--- config.mk ---
export PLATFORM = sky130hd
export DESIGN_NAME = dsmv_top
export DESIGN_NICKNAME = d
export VERILOG_FILES = /design/src/verilog/dsmv_pkg.sv /design/src/verilog/dsmv_gain_stage.sv /design/src/verilog/dsmv_top.sv
export SDC_FILE = /design/constraint.sdc
export NUM_CORES = 2
export LEC_CHECK = 0
export ABC_AREA = 1
export BUFFER_PORTS_ARGS = -buffer_cell sky130_fd_sc_hd__buf_2
export CORE_AREA = 2 2 278 280
export DETAILED_ROUTE_END_ITERATION = 16
export DIE_AREA = 0 0 280 282
export PLACE_DENSITY = 0.72
export RECOVER_POWER = 50
export SLEW_MARGIN = 10
export SYNTH_ARGS = -nofsm -noshare
export SYNTH_HDL_FRONTEND = slang
export SYNTH_SLANG_ARGS = --single-unit
--- constraint.sdc ---
create_clock -name pclk -period 12.7 [get_ports pclk]
set_input_delay 2.54 -clock pclk [delete_from_list [all_inputs] [get_ports pclk]]
set_output_delay 2.54 -clock pclk [all_outputs]
set_load 0.1 [all_outputs]
--- src/verilog/dsmv_pkg.sv ---
package dsmv_pkg;
    // Register indices; byte address is four times the index
    localparam logic [9:0] IDX_CTL1 = 10'h005;
    localparam logic [9:0] IDX_CTL2 = 10'h006;
    localparam logic [9:0] IDX_GAIN_L = 10'h00A;
    localparam logic [9:0] IDX_GAIN_R = 10'h00B;
    localparam logic [9:0] IDX_ALIAS = 10'h031;
    localparam logic [9:0] IDX_STATUS = 10'h032;

    // Field positions
    localparam int CTL1_SOFT_MUTE_BIT = 4;
    localparam int CTL1_MUTE_BIT = 3;
    localparam int CTL2_SOFT_UNMUTE_BIT = 3;
    localparam int CTL2_RATE_BIT = 2;
    localparam int GAIN_STROBE_BIT = 8;
    localparam int ALIAS_MUTE_BIT = 4;
    localparam int STATUS_BUSY_BIT = 16;

    // Reset values
    localparam logic RST_MUTE = 1'b1;
    localparam logic RST_SOFT_MUTE = 1'b1;
    localparam logic RST_SOFT_UNMUTE = 1'b1;
    localparam logic RST_RATE = 1'b0;
    localparam logic [7:0] RST_GAIN = 8'hC0;

    // Gain law: 16 codes per octave, code 0xC0 is unity
    localparam int GAIN_SHIFT_BASE = 27;
    localparam logic [7:0] ATTEN_FULL = 8'hFF;

    // Ramp timing, longest full ramp at the reference sample rate
    localparam int RAMP_FAST_US = 10700;
    localparam int RAMP_SLOW_US = 171000;
    localparam int REF_FS_KHZ = 48;
    localparam int RAMP_STEPS = 255;
    // Longest times round down to whole sample periods per step
    localparam int RAMP_FAST_SPS = (RAMP_FAST_US * REF_FS_KHZ) /
        (1000 * RAMP_STEPS);
    localparam int RAMP_SLOW_SPS = (RAMP_SLOW_US * REF_FS_KHZ) /
        (1000 * RAMP_STEPS);

    localparam int SMP_W = 24;

    typedef struct packed {
        logic [1:0][SMP_W-1:0] ch; // Index 0 left, 1 right
    } dsmv_stereo_t;

    typedef enum logic [1:0] {
        RAMP_IDLE = 2'b00,
        RAMP_DOWN = 2'b01,
        RAMP_UP = 2'b10
    } dsmv_ramp_t;
endpackage

--- src/verilog/dsmv_gain_stage.sv ---
`timescale 1ns/1ps
module dsmv_gain_stage #(
    parameter int W = 24
) (
    input wire logic pclk,
    input wire logic presetn,
    input wire logic in_valid,
    input wire logic signed [W-1:0] in_smp,
    input wire logic [7:0] code,
    output logic signed [W-1:0] out_smp
);
    // Fractional octave mantissa, 2^(k/16) in Q1.15
    function automatic logic [15:0] mant(input logic [3:0] k);
        case (k)
            4'h0: mant = 16'h8000;
            4'h1: mant = 16'h85AB;
            4'h2: mant = 16'h8B96;
            4'h3: mant = 16'h91C4;
            4'h4: mant = 16'h9838;
            4'h5: mant = 16'h9EF5;
            4'h6: mant = 16'hA5FF;
            4'h7: mant = 16'hAD58;
            4'h8: mant = 16'hB505;
            4'h9: mant = 16'hBD08;
            4'hA: mant = 16'hC567;
            4'hB: mant = 16'hCE24;
            4'hC: mant = 16'hD745;
            4'hD: mant = 16'hE0CD;
            4'hE: mant = 16'hEAC1;
            default: mant = 16'hF525;
        endcase
    endfunction

    logic signed [W+16:0] prod;
    logic signed [W+16:0] scaled;
    logic [4:0] shamt;
    localparam logic signed [W+16:0] MAXV = (W+17)'((1 <<< (W-1)) - 1);
    localparam logic signed [W+16:0] MINV = -(W+17)'(1 <<< (W-1));

    // Gain is 0.375 dB per code: mantissa times a power of two
    assign prod = in_smp * $signed({1'b0, mant(code[3:0])});
    assign shamt = 5'(dsmv_pkg::GAIN_SHIFT_BASE) - {1'b0, code[7:4]};
    assign scaled = prod >>> shamt;

    // Saturate instead of wrapping, since codes above 0xC0 add gain
    always_ff @(posedge pclk or negedge presetn) begin
        if (!presetn) begin
            out_smp <= '0;
        end else if (in_valid) begin
            if (code == 8'h00) begin
                out_smp <= '0;
            end else if (scaled > MAXV) begin
                out_smp <= MAXV[W-1:0];
            end else if (scaled < MINV) begin
                out_smp <= MINV[W-1:0];
            end else begin
                out_smp <= scaled[W-1:0];
            end
        end
    end
endmodule

--- src/verilog/dsmv_top.sv ---
`timescale 1ns/1ps
// Summary of operation
// - Mute bit set silences playback; cleared passes samples at programmed gain.
// - Mute bit resets to 1, so playback starts muted.
// - Soft-mute off: muting drops gain to silence at once.
// - Soft-mute on: muting steps gain down until the signal reaches zero.
// - Soft-unmute off: unmuting restores the current gain codes at once.
// - Soft-unmute on: unmuting steps gain up to the current gain codes.
// - Ramp speed bit picks fast (10.7 ms max) or slow (171 ms max).
// - Ramp time counts sample periods; figures hold at 48 kHz.
// - Mute bit appears at two addresses sharing one storage bit.
// - Gain codes step linearly in 0.375 dB; 0xFF is +23.625 dB.
// - Code X gives 0.375*(X-192) dB; code zero is digital mute.
// - New gain codes wait for the update strobe, then apply together.
module dsmv_top #(
    parameter int RAMP_FAST_SPS = dsmv_pkg::RAMP_FAST_SPS,
    parameter int RAMP_SLOW_SPS = dsmv_pkg::RAMP_SLOW_SPS
) (
    input wire logic pclk,
    input wire logic presetn,
    input wire logic [11:0] paddr,
    input wire logic psel,
    input wire logic penable,
    input wire logic pwrite,
    input wire logic [31:0] pwdata,
    output logic [31:0] prdata,
    output logic pready,
    output logic pslverr,
    input wire dsmv_pkg::dsmv_stereo_t smp_in,
    input wire logic smp_in_valid,
    output dsmv_pkg::dsmv_stereo_t smp_out,
    output logic smp_out_valid
);
    localparam int CW = $clog2(RAMP_SLOW_SPS + 1);

    logic ack_q;
    logic [31:0] rdata_q;
    logic err_q;
    logic [31:0] rd_mux;
    logic hit;
    logic [9:0] idx;
    logic wr_en;
    logic mute_q;
    logic soft_mute_q;
    logic soft_unmute_q;
    logic rate_q;
    logic [1:0][7:0] pend_q;
    logic [1:0][7:0] act_q;
    logic [1:0][7:0] app_code;
    logic [7:0] atten_q;
    logic [7:0] top_code;
    logic [CW-1:0] cnt_q;
    logic [CW-1:0] sps_last;
    logic step_en;
    logic strobe;
    dsmv_pkg::dsmv_ramp_t ramp_st;

    assign idx = paddr[11:2];
    assign wr_en = psel && penable && ack_q && pwrite;

    // Address decode; anything outside the map answers with an error
    always_comb begin
        hit = 1'b1;
        rd_mux = 32'h0000_0000;
        case (idx)
            dsmv_pkg::IDX_CTL1: begin
                rd_mux[dsmv_pkg::CTL1_SOFT_MUTE_BIT] = soft_mute_q;
                rd_mux[dsmv_pkg::CTL1_MUTE_BIT] = mute_q;
            end
            dsmv_pkg::IDX_CTL2: begin
                rd_mux[dsmv_pkg::CTL2_SOFT_UNMUTE_BIT] = soft_unmute_q;
                rd_mux[dsmv_pkg::CTL2_RATE_BIT] = rate_q;
            end
            dsmv_pkg::IDX_GAIN_L: rd_mux[7:0] = pend_q[0];
            dsmv_pkg::IDX_GAIN_R: rd_mux[7:0] = pend_q[1];
            dsmv_pkg::IDX_ALIAS: begin
                rd_mux[dsmv_pkg::ALIAS_MUTE_BIT] = mute_q;
            end
            dsmv_pkg::IDX_STATUS: begin
                rd_mux[7:0] = app_code[0];
                rd_mux[15:8] = app_code[1];
                rd_mux[dsmv_pkg::STATUS_BUSY_BIT] =
                    (ramp_st != dsmv_pkg::RAMP_IDLE);
            end
            default: hit = 1'b0;
        endcase
    end

    // One wait state so read data and the error flag come from flops
    always_ff @(posedge pclk or negedge presetn) begin
        if (!presetn) begin
            ack_q <= 1'b0;
            rdata_q <= 32'h0000_0000;
            err_q <= 1'b0;
        end else begin
            ack_q <= psel && penable && !ack_q;
            if (psel && penable && !ack_q) begin
                rdata_q <= pwrite ? 32'h0000_0000 : rd_mux;
                err_q <= !hit;
            end
        end
    end

    assign pready = ack_q;
    assign prdata = rdata_q;
    assign pslverr = ack_q && err_q;

    // Either address writes the same mute flop
    always_ff @(posedge pclk or negedge presetn) begin
        if (!presetn) begin
            mute_q <= dsmv_pkg::RST_MUTE;
        end else if (wr_en && idx == dsmv_pkg::IDX_CTL1) begin
            mute_q <= pwdata[dsmv_pkg::CTL1_MUTE_BIT];
        end else if (wr_en && idx == dsmv_pkg::IDX_ALIAS) begin
            mute_q <= pwdata[dsmv_pkg::ALIAS_MUTE_BIT];
        end
    end

    // Ramp options
    always_ff @(posedge pclk or negedge presetn) begin
        if (!presetn) begin
            soft_mute_q <= dsmv_pkg::RST_SOFT_MUTE;
            soft_unmute_q <= dsmv_pkg::RST_SOFT_UNMUTE;
            rate_q <= dsmv_pkg::RST_RATE;
        end else if (wr_en && idx == dsmv_pkg::IDX_CTL1) begin
            soft_mute_q <= pwdata[dsmv_pkg::CTL1_SOFT_MUTE_BIT];
        end else if (wr_en && idx == dsmv_pkg::IDX_CTL2) begin
            soft_unmute_q <= pwdata[dsmv_pkg::CTL2_SOFT_UNMUTE_BIT];
            rate_q <= pwdata[dsmv_pkg::CTL2_RATE_BIT];
        end
    end

    // A strobe written with either code applies both channels at once
    assign strobe = wr_en && pwdata[dsmv_pkg::GAIN_STROBE_BIT] &&
        (idx == dsmv_pkg::IDX_GAIN_L || idx == dsmv_pkg::IDX_GAIN_R);

    // Pending codes are held apart so a half-written pair never plays
    always_ff @(posedge pclk or negedge presetn) begin
        if (!presetn) begin
            pend_q <= {dsmv_pkg::RST_GAIN, dsmv_pkg::RST_GAIN};
            act_q <= {dsmv_pkg::RST_GAIN, dsmv_pkg::RST_GAIN};
        end else begin
            if (wr_en && idx == dsmv_pkg::IDX_GAIN_L) begin
                pend_q[0] <= pwdata[7:0];
            end
            if (wr_en && idx == dsmv_pkg::IDX_GAIN_R) begin
                pend_q[1] <= pwdata[7:0];
            end
            if (strobe) begin
                // The code written with the strobe takes effect too
                act_q[0] <= (idx == dsmv_pkg::IDX_GAIN_L) ?
                    pwdata[7:0] : pend_q[0];
                act_q[1] <= (idx == dsmv_pkg::IDX_GAIN_R) ?
                    pwdata[7:0] : pend_q[1];
            end
        end
    end

    // Louder of the two active codes; once attenuation reaches it,
    // both channels are silent and a soft mute has nothing left to do
    assign top_code = (act_q[0] > act_q[1]) ? act_q[0] : act_q[1];

    // Ramp direction follows mute and the current attenuation
    always_comb begin
        if (mute_q && atten_q < top_code) begin
            ramp_st = dsmv_pkg::RAMP_DOWN;
        end else if (!mute_q && atten_q != 8'h00) begin
            ramp_st = dsmv_pkg::RAMP_UP;
        end else begin
            ramp_st = dsmv_pkg::RAMP_IDLE;
        end
    end

    // Step rate in sample periods, so ramp time scales with fs
    assign sps_last = rate_q ? CW'(RAMP_SLOW_SPS - 1) :
        CW'(RAMP_FAST_SPS - 1);
    assign step_en = smp_in_valid && cnt_q == sps_last;

    // Sample period counter; restarts whenever no ramp is running
    always_ff @(posedge pclk or negedge presetn) begin
        if (!presetn) begin
            cnt_q <= '0;
        end else if (ramp_st == dsmv_pkg::RAMP_IDLE) begin
            cnt_q <= '0;
        end else if (smp_in_valid) begin
            cnt_q <= (cnt_q >= sps_last) ? '0 : cnt_q + 1'b1;
        end
    end

    // Attenuation in code steps; a mid-ramp reversal turns from here
    always_ff @(posedge pclk or negedge presetn) begin
        if (!presetn) begin
            atten_q <= dsmv_pkg::ATTEN_FULL;
        end else begin
            case (ramp_st)
                dsmv_pkg::RAMP_DOWN: begin
                    if (!soft_mute_q) begin
                        atten_q <= dsmv_pkg::ATTEN_FULL;
                    end else if (step_en) begin
                        atten_q <= atten_q + 8'h01;
                    end
                end
                dsmv_pkg::RAMP_UP: begin
                    if (!soft_unmute_q) begin
                        atten_q <= 8'h00;
                    end else if (step_en) begin
                        atten_q <= atten_q - 8'h01;
                    end
                end
                default: atten_q <= atten_q;
            endcase
        end
    end

    // Applied code per channel; full attenuation always reaches code 0
    genvar c;
    generate
        for (c = 0; c < 2; c++) begin : g_ch
            assign app_code[c] = (atten_q >= act_q[c]) ? 8'h00 :
                act_q[c] - atten_q;
            dsmv_gain_stage #(
                .W(dsmv_pkg::SMP_W)
            ) u_gain (
                .pclk(pclk),
                .presetn(presetn),
                .in_valid(smp_in_valid),
                .in_smp(smp_in.ch[c]),
                .code(app_code[c]),
                .out_smp(smp_out.ch[c])
            );
        end
    endgenerate

    // Output valid lines up with the one-cycle gain stage
    always_ff @(posedge pclk or negedge presetn) begin
        if (!presetn) begin
            smp_out_valid <= 1'b0;
        end else begin
            smp_out_valid <= smp_in_valid;
        end
    end
endmodule

; ---- Word-level counts from Yosys, hierarchy flattened
; Memories as Yosys holds them, arrays and structs flattened.
; Cells that the tools add are included.
[word_totals]
register_bits = 133
mem_bits_ro = 480
n_memories = 2
[memory_table]
columns = memory, words, word_bits, rd, rd_ports_with_merged_regs, write_ports, line_no
row1 = (name not given), 16, 15, 1, 0, 0, dsmv_gain_stage.sv:14  ; case (k)
row2 = (name not given), 16, 15, 1, 0, 0, dsmv_gain_stage.sv:14
[classes]
addsub = 7
mul = 2
n_lt_le_gt_ge = 9
eq_ne = 11
shift = 2
muxes = 32
bitwise_logic = 1
n_reduce_logical = 30
[ops]
columns = cell, n
row1 = two-way mux 24 bit, 6
row2 = greater-than comparator 41 x 24 -> 1 bit (second input constant), 2
row3 = less-than comparator 41 x 24 -> 1 bit (second input constant), 2
row4 = multiplier 24 x 17 -> 41 bit, 2
row5 = >>> shifter 41 x 5 -> 41 bit, 2
row6 = two-way mux 8 bit, 9
row7 = == test 10 x 3 -> 1 bit (second input constant), 2
row8 = == test 10 x 4 -> 1 bit (second input constant), 2
row9 = == test 10 x 6 -> 1 bit (second input constant), 2
row10 = two-way mux 6 bit, 3
row11 = two-way mux 17 bit, 1
row12 = greater-or-equal comparator 8 bit, 2
row13 = zero test 8 bit, 2
row14 = case mux 8 bit (2 select lines), 1
row15 = subtractor 8 bit, 2
row16 = logical AND 1 bit, 15
row17 = case mux 1 bit (5 select lines), 2
row18 = subtractor 5 x 4 -> 5 bit (first input constant), 2
row19 = two-way mux 9 bit, 1
row20 = case mux 3 bit (3 select lines), 1
row21 = adder 8 x 1 -> 8 bit (second input constant), 1
row22 = greater-than comparator 8 bit, 1
row23 = less-than comparator 8 bit, 1
row24 = nonzero test 2 bit, 4
row25 = other kinds (20), 26

; ---- Depth between registers and ports, before layout
; An unclocked memory read counts as a cell.
[depth]
depth_word = 9
ltp_mapped = 61

; ---- By module
; A second synthesis with hierarchy kept.
[hier_totals]
hier_cells = 6402
hier_area_um2 = 43854.6
[modules_own_cells]
columns = module, n_inst, cells_per_inst, area_per_inst_um2
row1 = dsmv_gain_stage at g_ch[0].u_gain, 1, 2886, 19600.0
row2 = dsmv_gain_stage at g_ch[1].u_gain, 1, 2833, 19195.9
row3 = dsmv_top, 1, 683, 5058.6

; ---- Least setup slack after synthesis
; OpenSTA, ideal clock, no wires.
[synth_timing]
path_kind = input -> register
startpoint = input port smp_in[23] (netlist bit)
endpoint = register g_ch[0].u_gain.out_smp[0]
setup_ns = 0.120
arrival_time_ns = 9.191
t_required_ns = 12.580
slack_ns = 3.389
stages = 38
path_cell_list = buf_2 inv_1 clkbuf_1 nor2_1 inv_1 fa_1 inv_1 fa_1 inv_1 fa_1 fa_1 fa_1 fa_1 inv_1 ha_1 nand2_1 inv_1 nand2_1 (+2 left out) nand2_1 a21oi_1 nand3_1 nand2_1 nand2_2 inv_2 nand2_2 nand2_1 nand3_1 o21ai_1 nand3_1 nor2_1 nand3_1 nand2_2 buf_6 nand2_1 nand2_1 nand2_1
[synth_between]
elab_chain_cells = 6
elab_cells_between_ends = 7
cone_classes = mul (1) / order compare (2) / shift (1) / mux (3)
[synth_lines]
columns = item, line_no
row1 = "start, declared", dsmv_top.sv:29  ; input wire dsmv_pkg::dsmv_stereo_t smp_in,
row2 = multiplier 24 x 17 -> 41 bit *, dsmv_gain_stage.sv:41  ; assign prod = in_smp * $signed({1'b0, mant(code[3:0])});
row3 = >>> shifter 41 x 5 -> 41 bit *, dsmv_gain_stage.sv:43  ; assign scaled = prod >>> shamt;
row4 = less-than comparator 41 x 24 -> 1 bit, dsmv_gain_stage.sv:54  ; end else if (scaled < MINV) begin
row5 = two-way mux 24 bit, dsmv_gain_stage.sv:54
row6 = two-way mux 24 bit *, dsmv_gain_stage.sv:52  ; end else if (scaled > MAXV) begin
row7 = two-way mux 24 bit *, dsmv_gain_stage.sv:50  ; if (code == 8'h00) begin
row8 = "end signal, assigned", dsmv_gain_stage.sv:53  ; out_smp <= MAXV[W-1:0];
row9 = "end signal, assigned", dsmv_gain_stage.sv:55  ; out_smp <= MINV[W-1:0];
row10 = "end signal, assigned", dsmv_gain_stage.sv:57  ; out_smp <= scaled[W-1:0];
row11 = "end, declared", dsmv_gain_stage.sv:10  ; output logic signed [W-1:0] out_smp
; Mark *: on every way between the ends. The rest lies on a longest branch, timed or not.
; A chain may end at the register's enable or synchronous reset.

; ---- Worst setup path after layout
[layout_timing]
startpoint = register atten_q[4]
endpoint = register g_ch[0].u_gain.out_smp[17]
[layout_between]
elab_chain_cells = 9
elab_cells_between_ends = 13
cone_classes = add/sub (2) / mul (1) / order compare (3) / shift (1) / mux (4) / reduce/logical (1) / memory (1)
[layout_lines]
columns = item, line_no
row1 = "start, declared", dsmv_top.sv:50  ; logic [7:0] atten_q;
row2 = "start signal, assigned", dsmv_top.sv:193  ; atten_q <= dsmv_pkg::ATTEN_FULL;
row3 = "start signal, assigned", dsmv_top.sv:198  ; atten_q <= dsmv_pkg::ATTEN_FULL;
row4 = "start signal, assigned", dsmv_top.sv:200  ; atten_q <= atten_q + 8'h01;
row5 = greater-or-equal comparator 8 bit, dsmv_top.sv:219  ; assign app_code[c] = (atten_q >= act_q[c]) ? 8'h00 :
row6 = two-way mux 8 bit *, dsmv_top.sv:219
row7 = memory read (16 x 15 bit), n/a
row8 = multiplier 24 x 17 -> 41 bit, dsmv_gain_stage.sv:41
row9 = >>> shifter 41 x 5 -> 41 bit, dsmv_gain_stage.sv:43
row10 = less-than comparator 41 x 24 -> 1 bit, dsmv_gain_stage.sv:54
row11 = two-way mux 24 bit, dsmv_gain_stage.sv:54
row12 = two-way mux 24 bit, dsmv_gain_stage.sv:52
row13 = two-way mux 24 bit *, dsmv_gain_stage.sv:50
; Marked as above.

==> metrics.txt <==
# TYPE chip_impl_metric gauge
chip_impl_info{name="status",value="finished with violations"} 1
chip_impl_info{name="violations",value="max-capacitance violations, max-slew violations"} 1
chip_impl_info{name="cpMostUsedCell",value="nand2_1"} 1
chip_impl_metric{name="htree_levels",unit=""} 4
chip_impl_metric{name="dpl.hpwl",unit="mm"} 96.60
chip_impl_metric{name="layout.filler_cells",unit=""} 7310
chip_impl_info{name="setup.worst_path.class",value="flop to flop"} 1
chip_impl_info{name="rsz0062_at_grt",value="false"} 1
chip_impl_metric{name="antenna_violations_before_repair",unit=""} 1
chip_impl_metric{name="synth-edff-count",unit=""} 0
chip_impl_metric{name="worst_slack_on_hold_paths",unit="ns"} 0.4710
chip_impl_metric{name="maxClockFrequency",unit="MHz"} 87.88
chip_impl_metric{name="floorplan.rows",unit=""} 101
chip_impl_metric{name="totalNegativeSetupSlack",unit="ns"} 0
chip_impl_metric{name="maximum_number_of_pins_on_one_net_before_global_route_repair",unit=""} 77
chip_impl_metric{name="final.period_utilization",unit="%"} 89.60
chip_impl_metric{name="worstPathMaxFanout",unit=""} 23
chip_impl_metric{name="nets",unit=""} 6956
chip_impl_metric{name="area.growth.synth_to_final",unit="%"} 3.968
chip_impl_info{name="critical_path.endpoint_type",value="flop"} 1
chip_impl_metric{name="cts.repair_timing.setup_buffer_count",unit=""} 0
chip_impl_metric{name="cp.buffers_inverters",unit=""} 8
chip_impl_metric{name="report.final.setup_viol",unit=""} 0
chip_impl_metric{name="core-area",unit="um2"} 75700
chip_impl_metric{name="drv_slew",unit=""} 176
chip_impl_metric{name="ys_seq_elements",unit=""} 118
chip_impl_info{name="yosysTopAreaCell",value="fa_1"} 1
chip_impl_info{name="cts_tree",value="yes"} 1
chip_impl_metric{name="grt_use_total",unit="%"} 30.91
chip_impl_metric{name="synth_sequential_area_ratio",unit="%"} 7.179
chip_impl_info{name="crit_slowest_cell",value="clkinv_1"} 1
chip_impl_metric{name="synth_cell_type_count",unit=""} 62
chip_impl_metric{name="die-area",unit="um2"} 78960
chip_impl_metric{name="cts_max_path_buffers",unit=""} 2
chip_impl_metric{name="tritoncts_num_sinks",unit=""} 118
chip_impl_metric{name="detail_route.iter0.violations",unit=""} 2910
chip_impl_metric{name="start_util",unit="%"} 54.77
chip_impl_metric{name="post_cts_resized",unit=""} 0
chip_impl_metric{name="vias_in_the_first_global_route",unit=""} 37760
chip_impl_metric{name="route.vias.total",unit=""} 37200
chip_impl_metric{name="clkTransAtPathRegs",unit="ns"} 0.06
chip_impl_metric{name="crit_path_max_incr_delay",unit="ns"} 0.75
chip_impl_metric{name="die_h",unit="um"} 282
chip_impl_metric{name="drt_pass1_iterations",unit=""} 8
chip_impl_metric{name="wire_per_inst",unit="um"} 17.27
chip_impl_metric{name="io_pins",unit=""} 181
chip_impl_metric{name="overflow",unit=""} 0
chip_impl_metric{name="finClkSkew",unit="ns"} 0.009196
chip_impl_info{name="clockRootBuffer",value="clkbuf_16"} 1
chip_impl_info{name="holdCritPathClass",value="flop to flop"} 1
chip_impl_metric{name="number_of_buffers_inserted_during_clock_tree_synthesis",unit=""} 17
chip_impl_info{name="post_synth_most_frequent_cells",value="nand2_1 (1678), inv_1 (1219), fa_1 (756), nor2_1 (538), nand3_1 (413)"} 1
chip_impl_info{name="yosysMostFrequentCell",value="nand2_1"} 1
chip_impl_metric{name="max-cap-violations",unit=""} 3
chip_impl_metric{name="placement.io_buffers",unit=""} 140
chip_impl_metric{name="grt_first_pass_wirelength",unit="mm"} 193.0
chip_impl_info{name="main_flop_type_after_synthesis",value="dfrtp_1"} 1
chip_impl_metric{name="worstSkewPairLatency",unit="ns"} 0.44
chip_impl_metric{name="antenna_violating_nets_post_route",unit=""} 0
chip_impl_metric{name="synth.cell_area",unit="um2"} 41460
chip_impl_metric{name="hold_viol",unit=""} 0
chip_impl_metric{name="floorplan.die.width",unit="um"} 280
chip_impl_metric{name="postSynth.asyncResetShare",unit="%"} 100.0
chip_impl_metric{name="share_of_layout_cells_above_drive_strength_1",unit="%"} 4.590
chip_impl_metric{name="detail_route.drc_violations",unit=""} 0
chip_impl_metric{name="post_synth.cell_area_avg",unit="um2"} 7.065
chip_impl_info{name="synth_area_leaders",value="fa_1 (37%), nand2_1 (15%), inv_1 (11%)"} 1
chip_impl_metric{name="worst_ep_arrival_time",unit="ns"} 11.75
chip_impl_info{name="critical_path.top_delay_family",value="simple AND/OR/NAND/NOR gates"} 1
chip_impl_info{name="critical_path.startpoint_type",value="flop"} 1
chip_impl_metric{name="timing.slew.headroom",unit="%"} -166.8
chip_impl_metric{name="synthesis.yosys.warnings",unit=""} 0
chip_impl_metric{name="cts-hold-fix-buffers",unit=""} 0
chip_impl_metric{name="detail_route.wirelength",unit="mm"} 118.1
chip_impl_metric{name="tightestPinTransition",unit="ns"} 4.001
chip_impl_metric{name="synthCells",unit=""} 5869
chip_impl_metric{name="finish.utilization",unit="%"} 56.95
chip_impl_metric{name="place.gp.congestion",unit=""} 0.9850
chip_impl_metric{name="routed_via_density",unit=""} 5.439
chip_impl_metric{name="worst_path_required",unit="ns"} 13.07
chip_impl_metric{name="synth.top_cell.area_share",unit="%"} 36.50
chip_impl_metric{name="fin_crit",unit="ns"} 11.38
[flip-flops by register name, summed over array words and instances (netlist names), 6 cells and up]
register	flops
atten_q	8
pend_q	16
act_q	16
cnt_q	6
g_ch.u_gain.out_smp	48
prdata	17
[worst paths after layout]
kind / from / to / slack (ns) / depth (start not counted)
hold reg to reg: g_ch[0].u_gain.out_smp[2] / g_ch[0].u_gain.out_smp[2] / 0.47 / 2
setup reg to reg: atten_q[4] / g_ch[0].u_gain.out_smp[17] / 1.32 / 47
max in group asynchronous: presetn / g_ch[0].u_gain.out_smp[6] / 5.20 / 2
hold / removal: g_ch[0].u_gain.out_smp[2] / g_ch[0].u_gain.out_smp[2] / 0.47 / 2
setup / recovery: atten_q[4] / g_ch[0].u_gain.out_smp[17] / 1.32 / 47
min in group asynchronous: presetn / g_ch[1].u_gain.out_smp[2] / 2.77 / 1
[per-stage QoR]
| stage | worst slack (ns) | std cells | instance area, um2 |
|---|---|---|---|
| 2_1_floorplan | 3.389 | 5883 | 41510 |
| 3_3_place_gp | 1.655 | 6806 | 42580 |
| 3_5_place_dp | 1.525 | 6806 | 42580 |
| 4_1_cts | 1.486 | 6838 | 43150 |
| 5_1_grt | 0.4140 | 6838 | 43100 |
| 6_report | 1.321 | 6840 | 43110 |
[placed cells by master, fill, tap and decap left out, types with 22 or more instances in the layout]
cell type  netlist  layout
a21oi_1        123     123
nand2_1       1678    1678
nand3_1        413     413
a31oi_1         32      31
buf_2           29     110
ha_1           255     255
inv_1         1219    1220
xor2_1          43      43
buf_4           30      22
o21ai_0        192     192
fa_1           756     756
dfrtp_1         99      99
nor2_1         538     538
o211ai_1        26      26
nand4_1         36      36
clkbuf_1       120      31
[cell type report]
type                            count  area (um2)  area share, %
Antenna cell                        2       5.005        0.01161
Timing Repair Buffer              163       832.0          1.930
Sequential cell                   118        2977          6.905
Inverter                         1257        4718          10.95
Clock buffer                       17       425.4         0.9869
Clock inverter                     15       145.1         0.3367
Multi-Input combinational cell   4290       32780          76.05
Tap cell                          978        1224          2.839
[per-layer routing]
metal | track usage, % | wire length, um
met1 | 36.69 | 44710
met2 | 56.37 | 60380
met3 | 3.373 | 7177
met4 | 13.82 | 5828
met5 | 0 | 0
[worst reg2reg max path, delay by kind of cell, from the launching register on]
kind	cells	cell delay (ns)
flip-flops	1	0.58
buffers and inverters	8	1.80
AND/OR/NAND/NOR	28	4.27
AO/OA/AOI/OAI	2	0.41
adder cells (fa/ha/maj)	9	4.26
[kinds of logic after synthesis]
logic type	Yosys count	synth area share, %
xor+xnor	58	1.225
compound gates	440	6.008
buf+inv	1475	13.93
other cells	1	0.009044
flops	118	7.179
fa+ha+maj	1011	44.20
simple gates	2756	27.21
mux	10	0.2414
Power is left out: the tool's default activity adds up to more than one toggle a clock period on the data nets, which glitch-free logic cannot reach.
